`config.mk`:
```
export PLATFORM = sky130hd
export DESIGN_NAME = timer16_irq
export DESIGN_NICKNAME = d
export VERILOG_FILES = /design/src/rtl/timer16_irq_pkg.sv /design/src/rtl/timer16_irq.sv
export SDC_FILE = /design/constraint.sdc
export NUM_CORES = 1
export LEC_CHECK = 0
export BUFFER_PORTS_ARGS = -buffer_cell sky130_fd_sc_hd__buf_2
export CORE_MARGIN = 2
export CORE_UTILIZATION = 35
export DETAILED_ROUTE_END_ITERATION = 8
export PLACE_DENSITY = 0.57
export SETUP_SLACK_MARGIN = 0.3
export SLEW_MARGIN = 10
export SYNTH_ARGS = -nofsm -noshare
export SYNTH_HDL_FRONTEND = slang
export SYNTH_HIERARCHICAL = 1
export SYNTH_SLANG_ARGS = --single-unit
```
`constraint.sdc`:
```
create_clock -name core_clk -period 3 [get_ports core_clk]
set_input_delay 0.45 -clock core_clk [delete_from_list [all_inputs] [get_ports core_clk]]
set_output_delay 0.45 -clock core_clk [all_outputs]
set_load 0.005 [all_outputs]
```
`src/rtl/timer16_irq_pkg.sv`:
```
// package: register map, field layout and carrier types of the timer irq block
package timer16_irq_pkg;

   // ****************************************
   // register offsets
   // ****************************************
   localparam logic [7:0] CAPTURE_VALUE1_LOW = 8'h46;
   localparam logic [7:0] CAPTURE_VALUE1_HIGH = 8'h47;
   localparam logic [7:0] CAPTURE_VALUE3_LOW = 8'h80;
   localparam logic [7:0] TIMER_IRQ_FLAGS = 8'h56;
   localparam logic [7:0] TIMER_IRQ_MASK = 8'h57;
   localparam logic [7:0] EXT_TIMER_IRQ_FLAGS = 8'h7c;
   localparam logic [7:0] EXT_TIMER_IRQ_MASK = 8'h7d;
   localparam logic [7:0] COMPARE_VALUE1A_LOW = 8'h4a;
   localparam logic [7:0] COMPARE_VALUE1B_LOW = 8'h48;
   localparam logic [7:0] COMPARE_VALUE1C_LOW = 8'h78;
   localparam logic [7:0] COMPARE_VALUE3A_LOW = 8'h86;
   localparam logic [7:0] COMPARE_VALUE3B_LOW = 8'h84;
   localparam logic [7:0] COMPARE_VALUE3C_LOW = 8'h82;
   localparam logic [7:0] COMPARE_VALUE3C_HIGH = 8'h83;

   // ****************************************
   // 16-bit register slots: 0..5 compare 1a,1b,1c,3a,3b,3c; 6,7 capture 1,3
   // ****************************************
   localparam int NUM_W16 = 8;
   localparam int FIRST_CAP = 6;
   localparam logic [7:0][7:0] W16_LOW_OFFSET = {
      CAPTURE_VALUE3_LOW, CAPTURE_VALUE1_LOW, COMPARE_VALUE3C_LOW, COMPARE_VALUE3B_LOW,
      COMPARE_VALUE3A_LOW, COMPARE_VALUE1C_LOW, COMPARE_VALUE1B_LOW, COMPARE_VALUE1A_LOW};

   // ****************************************
   // flag and mask bit positions (same layout in flag and mask registers)
   // ****************************************
   localparam int CAPTURE_BIT = 5;
   localparam int CMPA_BIT = 4;
   localparam int CMPB_BIT = 3;
   localparam int OVF_BIT = 2;
   localparam int CMPC3_BIT = 1;
   localparam int CMPC1_BIT = 0;
   localparam logic [7:0] T1_IMPL_BITS = 8'h3c;
   localparam logic [7:0] EXT_IMPL_BITS = 8'h3f;

   // waveform modes in which capture_value is the top: 8, 10, 12, 14
   localparam logic [15:0] CAPTURE_TOP_MODES = 16'h5500;
   localparam logic [7:0] REG_RESET = 8'h00;
   localparam logic [15:0] W16_RESET = 16'h0000;

   // ****************************************
   // carrier types
   // ****************************************
   typedef struct packed {
      logic [15:0] counter_value;
      logic tick;
      logic ovf_evt;
      logic top_reached;
      logic capture_pin;
      logic capture_rise;
      logic [3:0] waveform_mode_select;
   } unit_in_t;

   typedef struct packed {
      logic [7:0] addr;
      logic [7:0] wdata;
      logic wr_en;
      logic rd_en;
   } reg_req_t;

endpackage

```
`src/rtl/timer16_irq.sv`:
```
// module: capture/compare holding registers, shared byte latch and timer interrupt flags
`timescale 1ns/1ps

// Functional notes
// - each compare register is compared against its unit counter on each timer tick
// - compare writes stage the upper byte in one shared latch, land together
// - capture register loads counter on capture edge; unit 1 may use comparator
// - capture register can be chosen as counter top value
// - capture reads take low byte and park high byte in shared latch
// - interrupt requested only with mask bit, global enable and flag set
// - unit 1 mask bits: capture 5, cmpa 4, cmpb 3, overflow 2
// - extended mask: cap3 5, cmpa3 4, cmpb3 3, ovf3 2, cmpc3 1, cmpc1 0
// - extended mask register absent while legacy compatibility fuse is active
// - unit 1 flags: capture 5, cmpa 4, cmpb 3, overflow 2
// - capture flag on capture event, or on reaching top when capture is top
// - compare flag set in the timer clock cycle after the match
// - forced compare strobes never touch compare flags
// - overflow flag set when counter overflows, as the counter reports it
// - flags clear on vector execution or on writing one; zero does nothing
module timer16_irq (
   input wire logic core_clk,
   input wire logic rstn,
   input timer16_irq_pkg::reg_req_t req,
   output logic [7:0] rdata,
   input wire logic global_interrupt_enable,
   input wire logic compat_mode,
   input timer16_irq_pkg::unit_in_t [1:0] unit_in,
   input wire logic acomp_out,
   input wire logic acomp_sel,
   input wire logic [5:0] force_cmp,
   input wire logic [15:0] vector_ack,
   output logic [15:0] irq_req,
   output logic irq,
   output logic [5:0] cmp_match,
   output logic [5:0] compare_output_pin,
   output logic [1:0] capture_top,
   output logic [1:0][15:0] capture_value
);

   // ****************************************
   // state
   // ****************************************
   typedef struct packed {
      logic [7:0] rdata;
      logic [7:0] shared_high_byte_latch;
      logic [timer16_irq_pkg::NUM_W16-1:0][15:0] w16;
      logic [7:0] timer_irq_mask;
      logic [7:0] ext_timer_irq_mask;
      logic [7:0] timer_irq_flags;
      logic [7:0] ext_timer_irq_flags;
      logic [15:0] irq_req;
      logic irq;
   } state_t;

   state_t state_reg;
   state_t state_next;

   logic [1:0] src;
   logic [1:0] cap_evt;
   logic [1:0] cap_flag_evt;
   logic [5:0] cmp_set;
   logic [7:0] set1;
   logic [7:0] setx;
   logic [7:0] clr1;
   logic [7:0] clrx;
   logic [7:0] eff_xmask;
   logic [15:0] req_all;

   // ****************************************
   // capture sources and channels
   // ****************************************
   // unit 1 may take the comparator in place of its pin
   assign src[0] = acomp_sel ? acomp_out : unit_in[0].capture_pin;
   assign src[1] = unit_in[1].capture_pin;

   for (genvar u = 0; u < 2; u++) begin : g_cap
      capture_channel chan (
         .core_clk(core_clk),
         .rstn(rstn),
         .src(src[u]),
         .capture_rise(unit_in[u].capture_rise),
         .top_reached(unit_in[u].top_reached),
         .waveform_mode_select(unit_in[u].waveform_mode_select),
         .cap_evt(cap_evt[u]),
         .cap_flag_evt(cap_flag_evt[u]),
         .capture_top(capture_top[u])
      );
   end

   // ****************************************
   // compare channels: 1a, 1b, 1c on unit 1, then 3a, 3b, 3c on unit 3
   // ****************************************
   // channels see the stored value, so a fresh compare value acts one cycle late
   for (genvar i = 0; i < 6; i++) begin : g_cmp
      compare_channel #(
         .WIDTH(16)
      ) chan (
         .core_clk(core_clk),
         .rstn(rstn),
         .tick(unit_in[i / 3].tick),
         .counter_value(unit_in[i / 3].counter_value),
         .compare_value(state_reg.w16[i]),
         .force_strobe(force_cmp[i]),
         .match_set(cmp_set[i]),
         .match_pulse(cmp_match[i]),
         .pin(compare_output_pin[i])
      );
   end

   always_comb begin
      state_next = state_reg;
      state_next.rdata = timer16_irq_pkg::REG_RESET;
      clr1 = 8'h00;
      clrx = 8'h00;

      // ****************************************
      // register writes and reads
      // ****************************************
      for (int k = 0; k < timer16_irq_pkg::NUM_W16; k++) begin
         if (req.wr_en && req.addr == timer16_irq_pkg::W16_LOW_OFFSET[k] + 8'h01) begin
            state_next.shared_high_byte_latch = req.wdata;
         end
         if (req.wr_en && req.addr == timer16_irq_pkg::W16_LOW_OFFSET[k]) begin
            state_next.w16[k] = {state_reg.shared_high_byte_latch, req.wdata};
         end
         if (req.rd_en && req.addr == timer16_irq_pkg::W16_LOW_OFFSET[k]) begin
            state_next.rdata = state_reg.w16[k][7:0];
            state_next.shared_high_byte_latch = state_reg.w16[k][15:8];
         end
         if (req.rd_en && req.addr == timer16_irq_pkg::W16_LOW_OFFSET[k] + 8'h01) begin
            state_next.rdata = state_reg.shared_high_byte_latch;
         end
      end

      // capture wins over a software write to the low byte in the same cycle
      for (int u = 0; u < 2; u++) begin
         if (cap_evt[u]) begin
            state_next.w16[timer16_irq_pkg::FIRST_CAP + u] = unit_in[u].counter_value;
         end
      end

      if (req.wr_en) begin
         case (req.addr)
            timer16_irq_pkg::TIMER_IRQ_MASK: begin
               state_next.timer_irq_mask = req.wdata & timer16_irq_pkg::T1_IMPL_BITS;
            end
            timer16_irq_pkg::EXT_TIMER_IRQ_MASK: begin
               if (!compat_mode) begin
                  state_next.ext_timer_irq_mask = req.wdata &
                     timer16_irq_pkg::EXT_IMPL_BITS;
               end
            end
            timer16_irq_pkg::TIMER_IRQ_FLAGS: begin
               clr1 = req.wdata & timer16_irq_pkg::T1_IMPL_BITS;
            end
            timer16_irq_pkg::EXT_TIMER_IRQ_FLAGS: begin
               clrx = req.wdata & timer16_irq_pkg::EXT_IMPL_BITS;
            end
            default: begin
            end
         endcase
      end

      if (req.rd_en) begin
         case (req.addr)
            timer16_irq_pkg::TIMER_IRQ_MASK: begin
               state_next.rdata = state_reg.timer_irq_mask;
            end
            timer16_irq_pkg::EXT_TIMER_IRQ_MASK: begin
               // absent in compatibility mode: reads as zero
               state_next.rdata = compat_mode ? 8'h00 : state_reg.ext_timer_irq_mask;
            end
            timer16_irq_pkg::TIMER_IRQ_FLAGS: begin
               state_next.rdata = state_reg.timer_irq_flags;
            end
            timer16_irq_pkg::EXT_TIMER_IRQ_FLAGS: begin
               state_next.rdata = state_reg.ext_timer_irq_flags;
            end
            default: begin
            end
         endcase
      end

      // ****************************************
      // interrupt flags
      // ****************************************
      set1 = 8'h00;
      set1[timer16_irq_pkg::CAPTURE_BIT] = cap_flag_evt[0];
      set1[timer16_irq_pkg::CMPA_BIT] = cmp_set[0];
      set1[timer16_irq_pkg::CMPB_BIT] = cmp_set[1];
      set1[timer16_irq_pkg::OVF_BIT] = unit_in[0].ovf_evt;
      setx = 8'h00;
      setx[timer16_irq_pkg::CAPTURE_BIT] = cap_flag_evt[1];
      setx[timer16_irq_pkg::CMPA_BIT] = cmp_set[3];
      setx[timer16_irq_pkg::CMPB_BIT] = cmp_set[4];
      setx[timer16_irq_pkg::OVF_BIT] = unit_in[1].ovf_evt;
      setx[timer16_irq_pkg::CMPC3_BIT] = cmp_set[5];
      setx[timer16_irq_pkg::CMPC1_BIT] = cmp_set[2];

      clr1 = clr1 | vector_ack[7:0];
      clrx = clrx | vector_ack[15:8];
      // set is applied after clear so a coincident event survives
      state_next.timer_irq_flags = ((state_reg.timer_irq_flags & ~clr1) | set1) &
         timer16_irq_pkg::T1_IMPL_BITS;
      state_next.ext_timer_irq_flags = ((state_reg.ext_timer_irq_flags & ~clrx) | setx) &
         timer16_irq_pkg::EXT_IMPL_BITS;

      // ****************************************
      // interrupt requests
      // ****************************************
      eff_xmask = compat_mode ? 8'h00 : state_next.ext_timer_irq_mask;
      req_all = {state_next.ext_timer_irq_flags & eff_xmask,
                 state_next.timer_irq_flags & state_next.timer_irq_mask};
      state_next.irq_req = global_interrupt_enable ? req_all : 16'h0000;
      state_next.irq = global_interrupt_enable && (req_all != 16'h0000);
   end

   always_ff @(posedge core_clk) begin
      if (!rstn) begin
         state_reg <= '0;
      end else begin
         state_reg <= state_next;
      end
   end

   assign rdata = state_reg.rdata;
   assign irq_req = state_reg.irq_req;
   assign irq = state_reg.irq;
   assign capture_value = state_reg.w16[timer16_irq_pkg::NUM_W16-1:timer16_irq_pkg::FIRST_CAP];

endmodule

// ****************************************
// capture edge detector and top selection of one unit
// ****************************************
module capture_channel (
   input wire logic core_clk,
   input wire logic rstn,
   input wire logic src,
   input wire logic capture_rise,
   input wire logic top_reached,
   input wire logic [3:0] waveform_mode_select,
   output logic cap_evt,
   output logic cap_flag_evt,
   output logic capture_top
);

   typedef struct packed {
      logic src_prev;
      logic capture_top;
   } cap_state_t;

   cap_state_t cap_reg;
   cap_state_t cap_next;
   logic top_sel;

   always_comb begin
      cap_next = cap_reg;
      top_sel = timer16_irq_pkg::CAPTURE_TOP_MODES[waveform_mode_select];
      // the pin is disconnected while capture_value defines the period
      // reset clears the old level, so a pin already high gives one rising edge
      cap_evt = !top_sel && (capture_rise ? (src && !cap_reg.src_prev) :
         (!src && cap_reg.src_prev));
      // in top modes the flag marks the period end instead of a capture
      cap_flag_evt = top_sel ? top_reached : cap_evt;
      cap_next.src_prev = src;
      // registered, so the top choice shows one cycle after the mode changes
      cap_next.capture_top = top_sel;
   end

   always_ff @(posedge core_clk) begin
      if (!rstn) begin
         cap_reg <= '0;
      end else begin
         cap_reg <= cap_next;
      end
   end

   assign capture_top = cap_reg.capture_top;

endmodule

// ****************************************
// one compare channel: match detect, flag event and pin
// ****************************************
module compare_channel #(
   parameter int WIDTH = 16
) (
   input wire logic core_clk,
   input wire logic rstn,
   input wire logic tick,
   input wire logic [WIDTH-1:0] counter_value,
   input wire logic [WIDTH-1:0] compare_value,
   input wire logic force_strobe,
   output logic match_set,
   output logic match_pulse,
   output logic pin
);

   typedef struct packed {
      logic hit;
      logic match_pulse;
      logic pin;
   } chan_state_t;

   chan_state_t chan_reg;
   chan_state_t chan_next;

   always_comb begin
      chan_next = chan_reg;
      // equality is taken on one timer tick, the flag lands on the next
      // hit is held between ticks so a slow timer still flags exactly once
      match_set = tick && chan_reg.hit;
      if (tick) begin
         chan_next.hit = counter_value == compare_value;
      end
      // a forced strobe moves the pin and match pulse but never reaches the flags
      chan_next.match_pulse = match_set || force_strobe;
      // toggle only: no set, clear or pwm shaping of the pin here
      if (match_set || force_strobe) begin
         chan_next.pin = !chan_reg.pin;
      end
   end

   always_ff @(posedge core_clk) begin
      if (!rstn) begin
         chan_reg <= '0;
      end else begin
         chan_reg <= chan_next;
      end
   end

   // match_set stays combinational: the flag logic registers it with the other events
   assign match_pulse = chan_reg.match_pulse;
   assign pin = chan_reg.pin;

endmodule

```
==> metrics.sh <==
PATH_CLK_SLEW_NS=0.09
SYNTH_MUX_AREA_SHARE_PCT=5.977
IO_BUFFER_COUNT=150
MIN_DELAY_PATH_DEPTH=3
PLACE_INST=1982
LARGEST_REGISTER_FFS=124
GRTUSAGETOTAL_PCT=26.92
DIE-AREA_UM2=34490
ROUTED_VIA_COUNT=11413
CHIPWIDTH_UM=185.7
RSZ_0062_RAISED_AFTER_GLOBAL_ROUTING='no'
CP-END-KIND='register'
DETAILED_ROUTER_ITERATION_COUNT_BEFORE_ANTENNA_REPAIR=6
FINAL_LAYOUT_SIZE_SUFFIX_GT1_SHARE_PCT=20.17
STATUS='completed'
CRITICAL_PATH.N_BUFFERS_INVERTERS=1
PATH_MAX_FANOUT=16
CRITICAL-PATH-MAX-STAGE-DELAY_NS=0.71
SYNTH_SIMPLE_GATE_AREA_SHARE_PCT=23.62
CRITPATHARRIVALTIME_NS=2.65
DOMINANTREGCELLSYNTH='dfxtp_1'
SYNTHTOPCELLSBYCOUNT='272 x nand2_1, 199 x dfxtp_1, 125 x a21oi_1'
CORE_AREA_UM2=32540
REGISTER_AREA_UM2=3984
SETUP-VIOLATIONS-FINAL=0
FINALHOLDVIOLATIONS=0
CTS_TREE='done'
CLK_PATH_BUF_DEPTH=2
CPLARGESTDELAYFAMILY='simple AND/OR/NAND/NOR gates'
POST-DP-HPWL_UM=34080
POSTCTSRESIZEDCELLS=0
GRT_PASS1_VIAS=10938
FINALNONFILLERCELLS=2014
YOSYS.AREA_SHARE.ADDER_PCT=0
MIN_PERIOD_OVER_PERIOD_PCT=77.40
MAX_CAP_VIOLS=0
GRT_MAX_DEGREE=56
FLOORPLAN.DIE.HEIGHT_UM=185.7
PERIOD_NEEDED_NS=2.322
CRIT_CHAIN='buf_2 -> or4b_4 -> nor2_4 -> nand2_2 -> mux2_2 -> mux2i_1 -> nor2_1'
IOPINCOUNT=167
CP_SLOWEST_CELL='or4b_4'
POWER_uW=5763
YOSYS_REGISTER_BITS=199
SYNTH_WARNINGS=6
DOMINANT_COMBINATIONAL_CELL_FAMILY_BY_AREA_AFTER_SYNTHESIS='simple AND/OR/NAND/NOR gates'
TNS_NS=0
CRIT_TYPE='input pin to register'
FINCLKSKEW_NS=0.02063
SYNTH-SEQ-AREA-SHARE_PCT=34.47
CTS.SINKS=199
REGTOREGENDPOINT='rdata[1]'
WORST-SLEW-PIN-TRANSITION_NS=0.7612
WORST-R2R-CELL-COUNT=5
ANT_NETS=0
NNETSFINAL=1655
CLOCK_INSERTION_DELAY_WORST_SKEW_NS=0.46
POST_CTS.REPAIR.SETUP_BUFFERS=0
CORE.ROWCOUNT=66
ASYNC_FLOP_SHARE_PCT=0
SYNTHESIS.AREA_UM2=11560
CRIT_PATH_START_KIND='input pin'
AREA_GROWTH_SYN_TO_LAYOUT_PCT=14.24
SYNTH_TOP_AREA_SHARE_PCT=34.47
REMAINING_MAX_SLEW_BUDGET_AT_THE_TIGHTEST_PIN_PCT=49.18
ROUTEDWLPERCELL_UM=22.93
TOP_COUNT_CELL_POST_SYNTH='nand2_1'
SYNTH_ENABLE_FLOP_CELLS=0
NUMBER_OF_BUFFERS_ADDED_BY_THE_CLOCK_TREE_SYNTHESIS_STEP=17
WORSTHOLDPATHTYPE='input pin to register'
INITIAL_CORE_UTIL_PCT=35.52
SETUP_SLACK_ON_THE_WORST_FLOP_TO_FLOP_PATH_NS=1.05
SYN-MEAN-INSTANCE-AREA_UM2=7.888
CTS.HOLD.BUFFERS_ADDED=0
ANTENNA_FOUND_INITIAL=0
GLOBALROUTEOVERFLOWTOTAL=0
GP_CONGESTION=0.9742
YOSYS_TOP_CELL_BY_AREA='dfxtp_1'
STANDBY_LEAKAGE_POWER_uW=0.005241
CTS_ROOT_BUF='clkbuf_16'
AREA_TAKEN_BY_MULTI_INPUT_LOGIC_GATES_UM2=6691
POWER_DENSITY_nW_PER_UM2=436.5
MAX_FREQ_MHz=430.7
MAXSLEWVIOLCOUNT=0
ROUTE.DETAILED.DRC=0
AVGVIACOUNTPERCELL=5.667
YOSYSUNIQUECELLTYPES=87
POST_LAYOUT_WORST_SETUP_MARGIN_NS=0.6781
POST_SYNTH_INST_COUNT=1465
MIN_FROM='unit_in[32]'
SYNTH_AREA_LEADERS='dfxtp_1 34%, nand2_1 8.8%, xor2_1 6.8%'
DRTITER0DRC=1217
FINAL_AREA_UM2=13200
CTS.HTREE.LEVELS=4
PLACED_CELL_AREA_UM2=12640
N_ANTENNA_CELL=0
HOLD-PATH-ENDPOINT='state_reg[19]'
TOTALWIRELENGTH_UM=46180
WORST_R2R_STARTPOINT='state_reg[178]'
SYNTH_XOR_AREA_SHARE_PCT=7.806
FRACTION_OF_THE_MAPPED_NETLIST_AREA_IN_COMPOUND_GATES_PCT=20.19
NUM-FILL-CELLS=3444
GRT_PASS1_WL_UM=68570
VDD_IR_DROP_MAX_uV=393.4
CRITPATHREQUIREDTIME_NS=3.33
PRECTSSETUPSLACK_NS=0.2167
routing by layer:
metal / GRT usage (%) / part of all wire (%)
met1: 36.48 / 44
met2: 43.18 / 45
met3: 3.991 / 7.9
met4: 10.11 / 3.3
met5: 0 / 0
worst reg2reg max path, cell delays in order (launching register included):
cell and delay [ns]:
dfxtp_1 0.57, a31oi_1 0.25, o221ai_1 0.15, a221oi_1 0.37
a21boi_1 0.37, o21ai_1 0.12
layout make-up:
cell class                      instances  share of cell area (%)
Multi-Input combinational cell       1099                   50.69
Tap cell                              442                   4.189
Sequential cell                       199                   30.18
Inverter                               16                  0.4644
Timing Repair Buffer                  226                   10.20
Clock inverter                         14                   1.033
Clock buffer                           18                   3.251
worst max path at each step:
stage	start	end	slack, ns	cells past startpoint
floorplan	req[12]	irq	0.73	9
global placement	req[14]	capture_value[26]	0.27	7
global route	req[14]	state_reg[180]	0.57	8
CTS	req[14]	capture_value[18]	0.68	7
finish	req[14]	capture_value[26]	0.68	7
detailed placement	req[14]	capture_value[26]	0.22	7
cells by family after synthesis:
group                  count (synthesis)
other                                  1
multiplexers                          67
XOR/XNOR                             103
flip-flops                           199
AND/OR/NAND/NOR                      563
buffers and inverters                172
AO/OA/AOI/OAI                        360
report_power, final:
group	internal [uW]	total (uW)	leakage, uW	switching, uW
Sequential	2690	2730	0.00161	47.9
Clock	1170	2340	0.000279	1170
Combinational	247	691	0.00335	445
layout by cell type, fill, tap and decap left out, drive strengths merged, types with 5 or more instances in the layout:
cell type  Yosys  layout
mux2          16      16
nor2b         14      14
nand2        275     275
a21oi        128     128
nor4          20      20
a211oi        19      19
a221oi         8       8
and2          41      41
dfxtp        199     199
o22ai         22      22
o31ai          6       6
clkbuf        73      18
nor2          82      82
nand2b         6       6
a22oi         16      16
inv           15      20
and3           5       5
o21ai         66      66
conb           1       6
nand3b        12      12
o2111ai       10      10
buf           83     226
o21a           6       6
nand4         21      21
xnor2         13      13
a21o           5       5
clkinv         1       8
a31oi         22      22
o221ai         6       6
xor2          90      90
nand3         32      32
a32oi         11      11
nor3          29      29
o221a          7       7
mux2i         51      51
through the flow:
step / utilization (%) / hold slack, ns
6_report: 40.57 / 0.2255
5_1_grt: 40.57 / 0.2260
4_1_cts: 40.57 / 0.2113
3_5_place_dp: 38.84 / 0.4648
3_3_place_gp: 38.84 / 0.4661
2_1_floorplan: - / 0.4472
(Power assumes the default switching activity.)
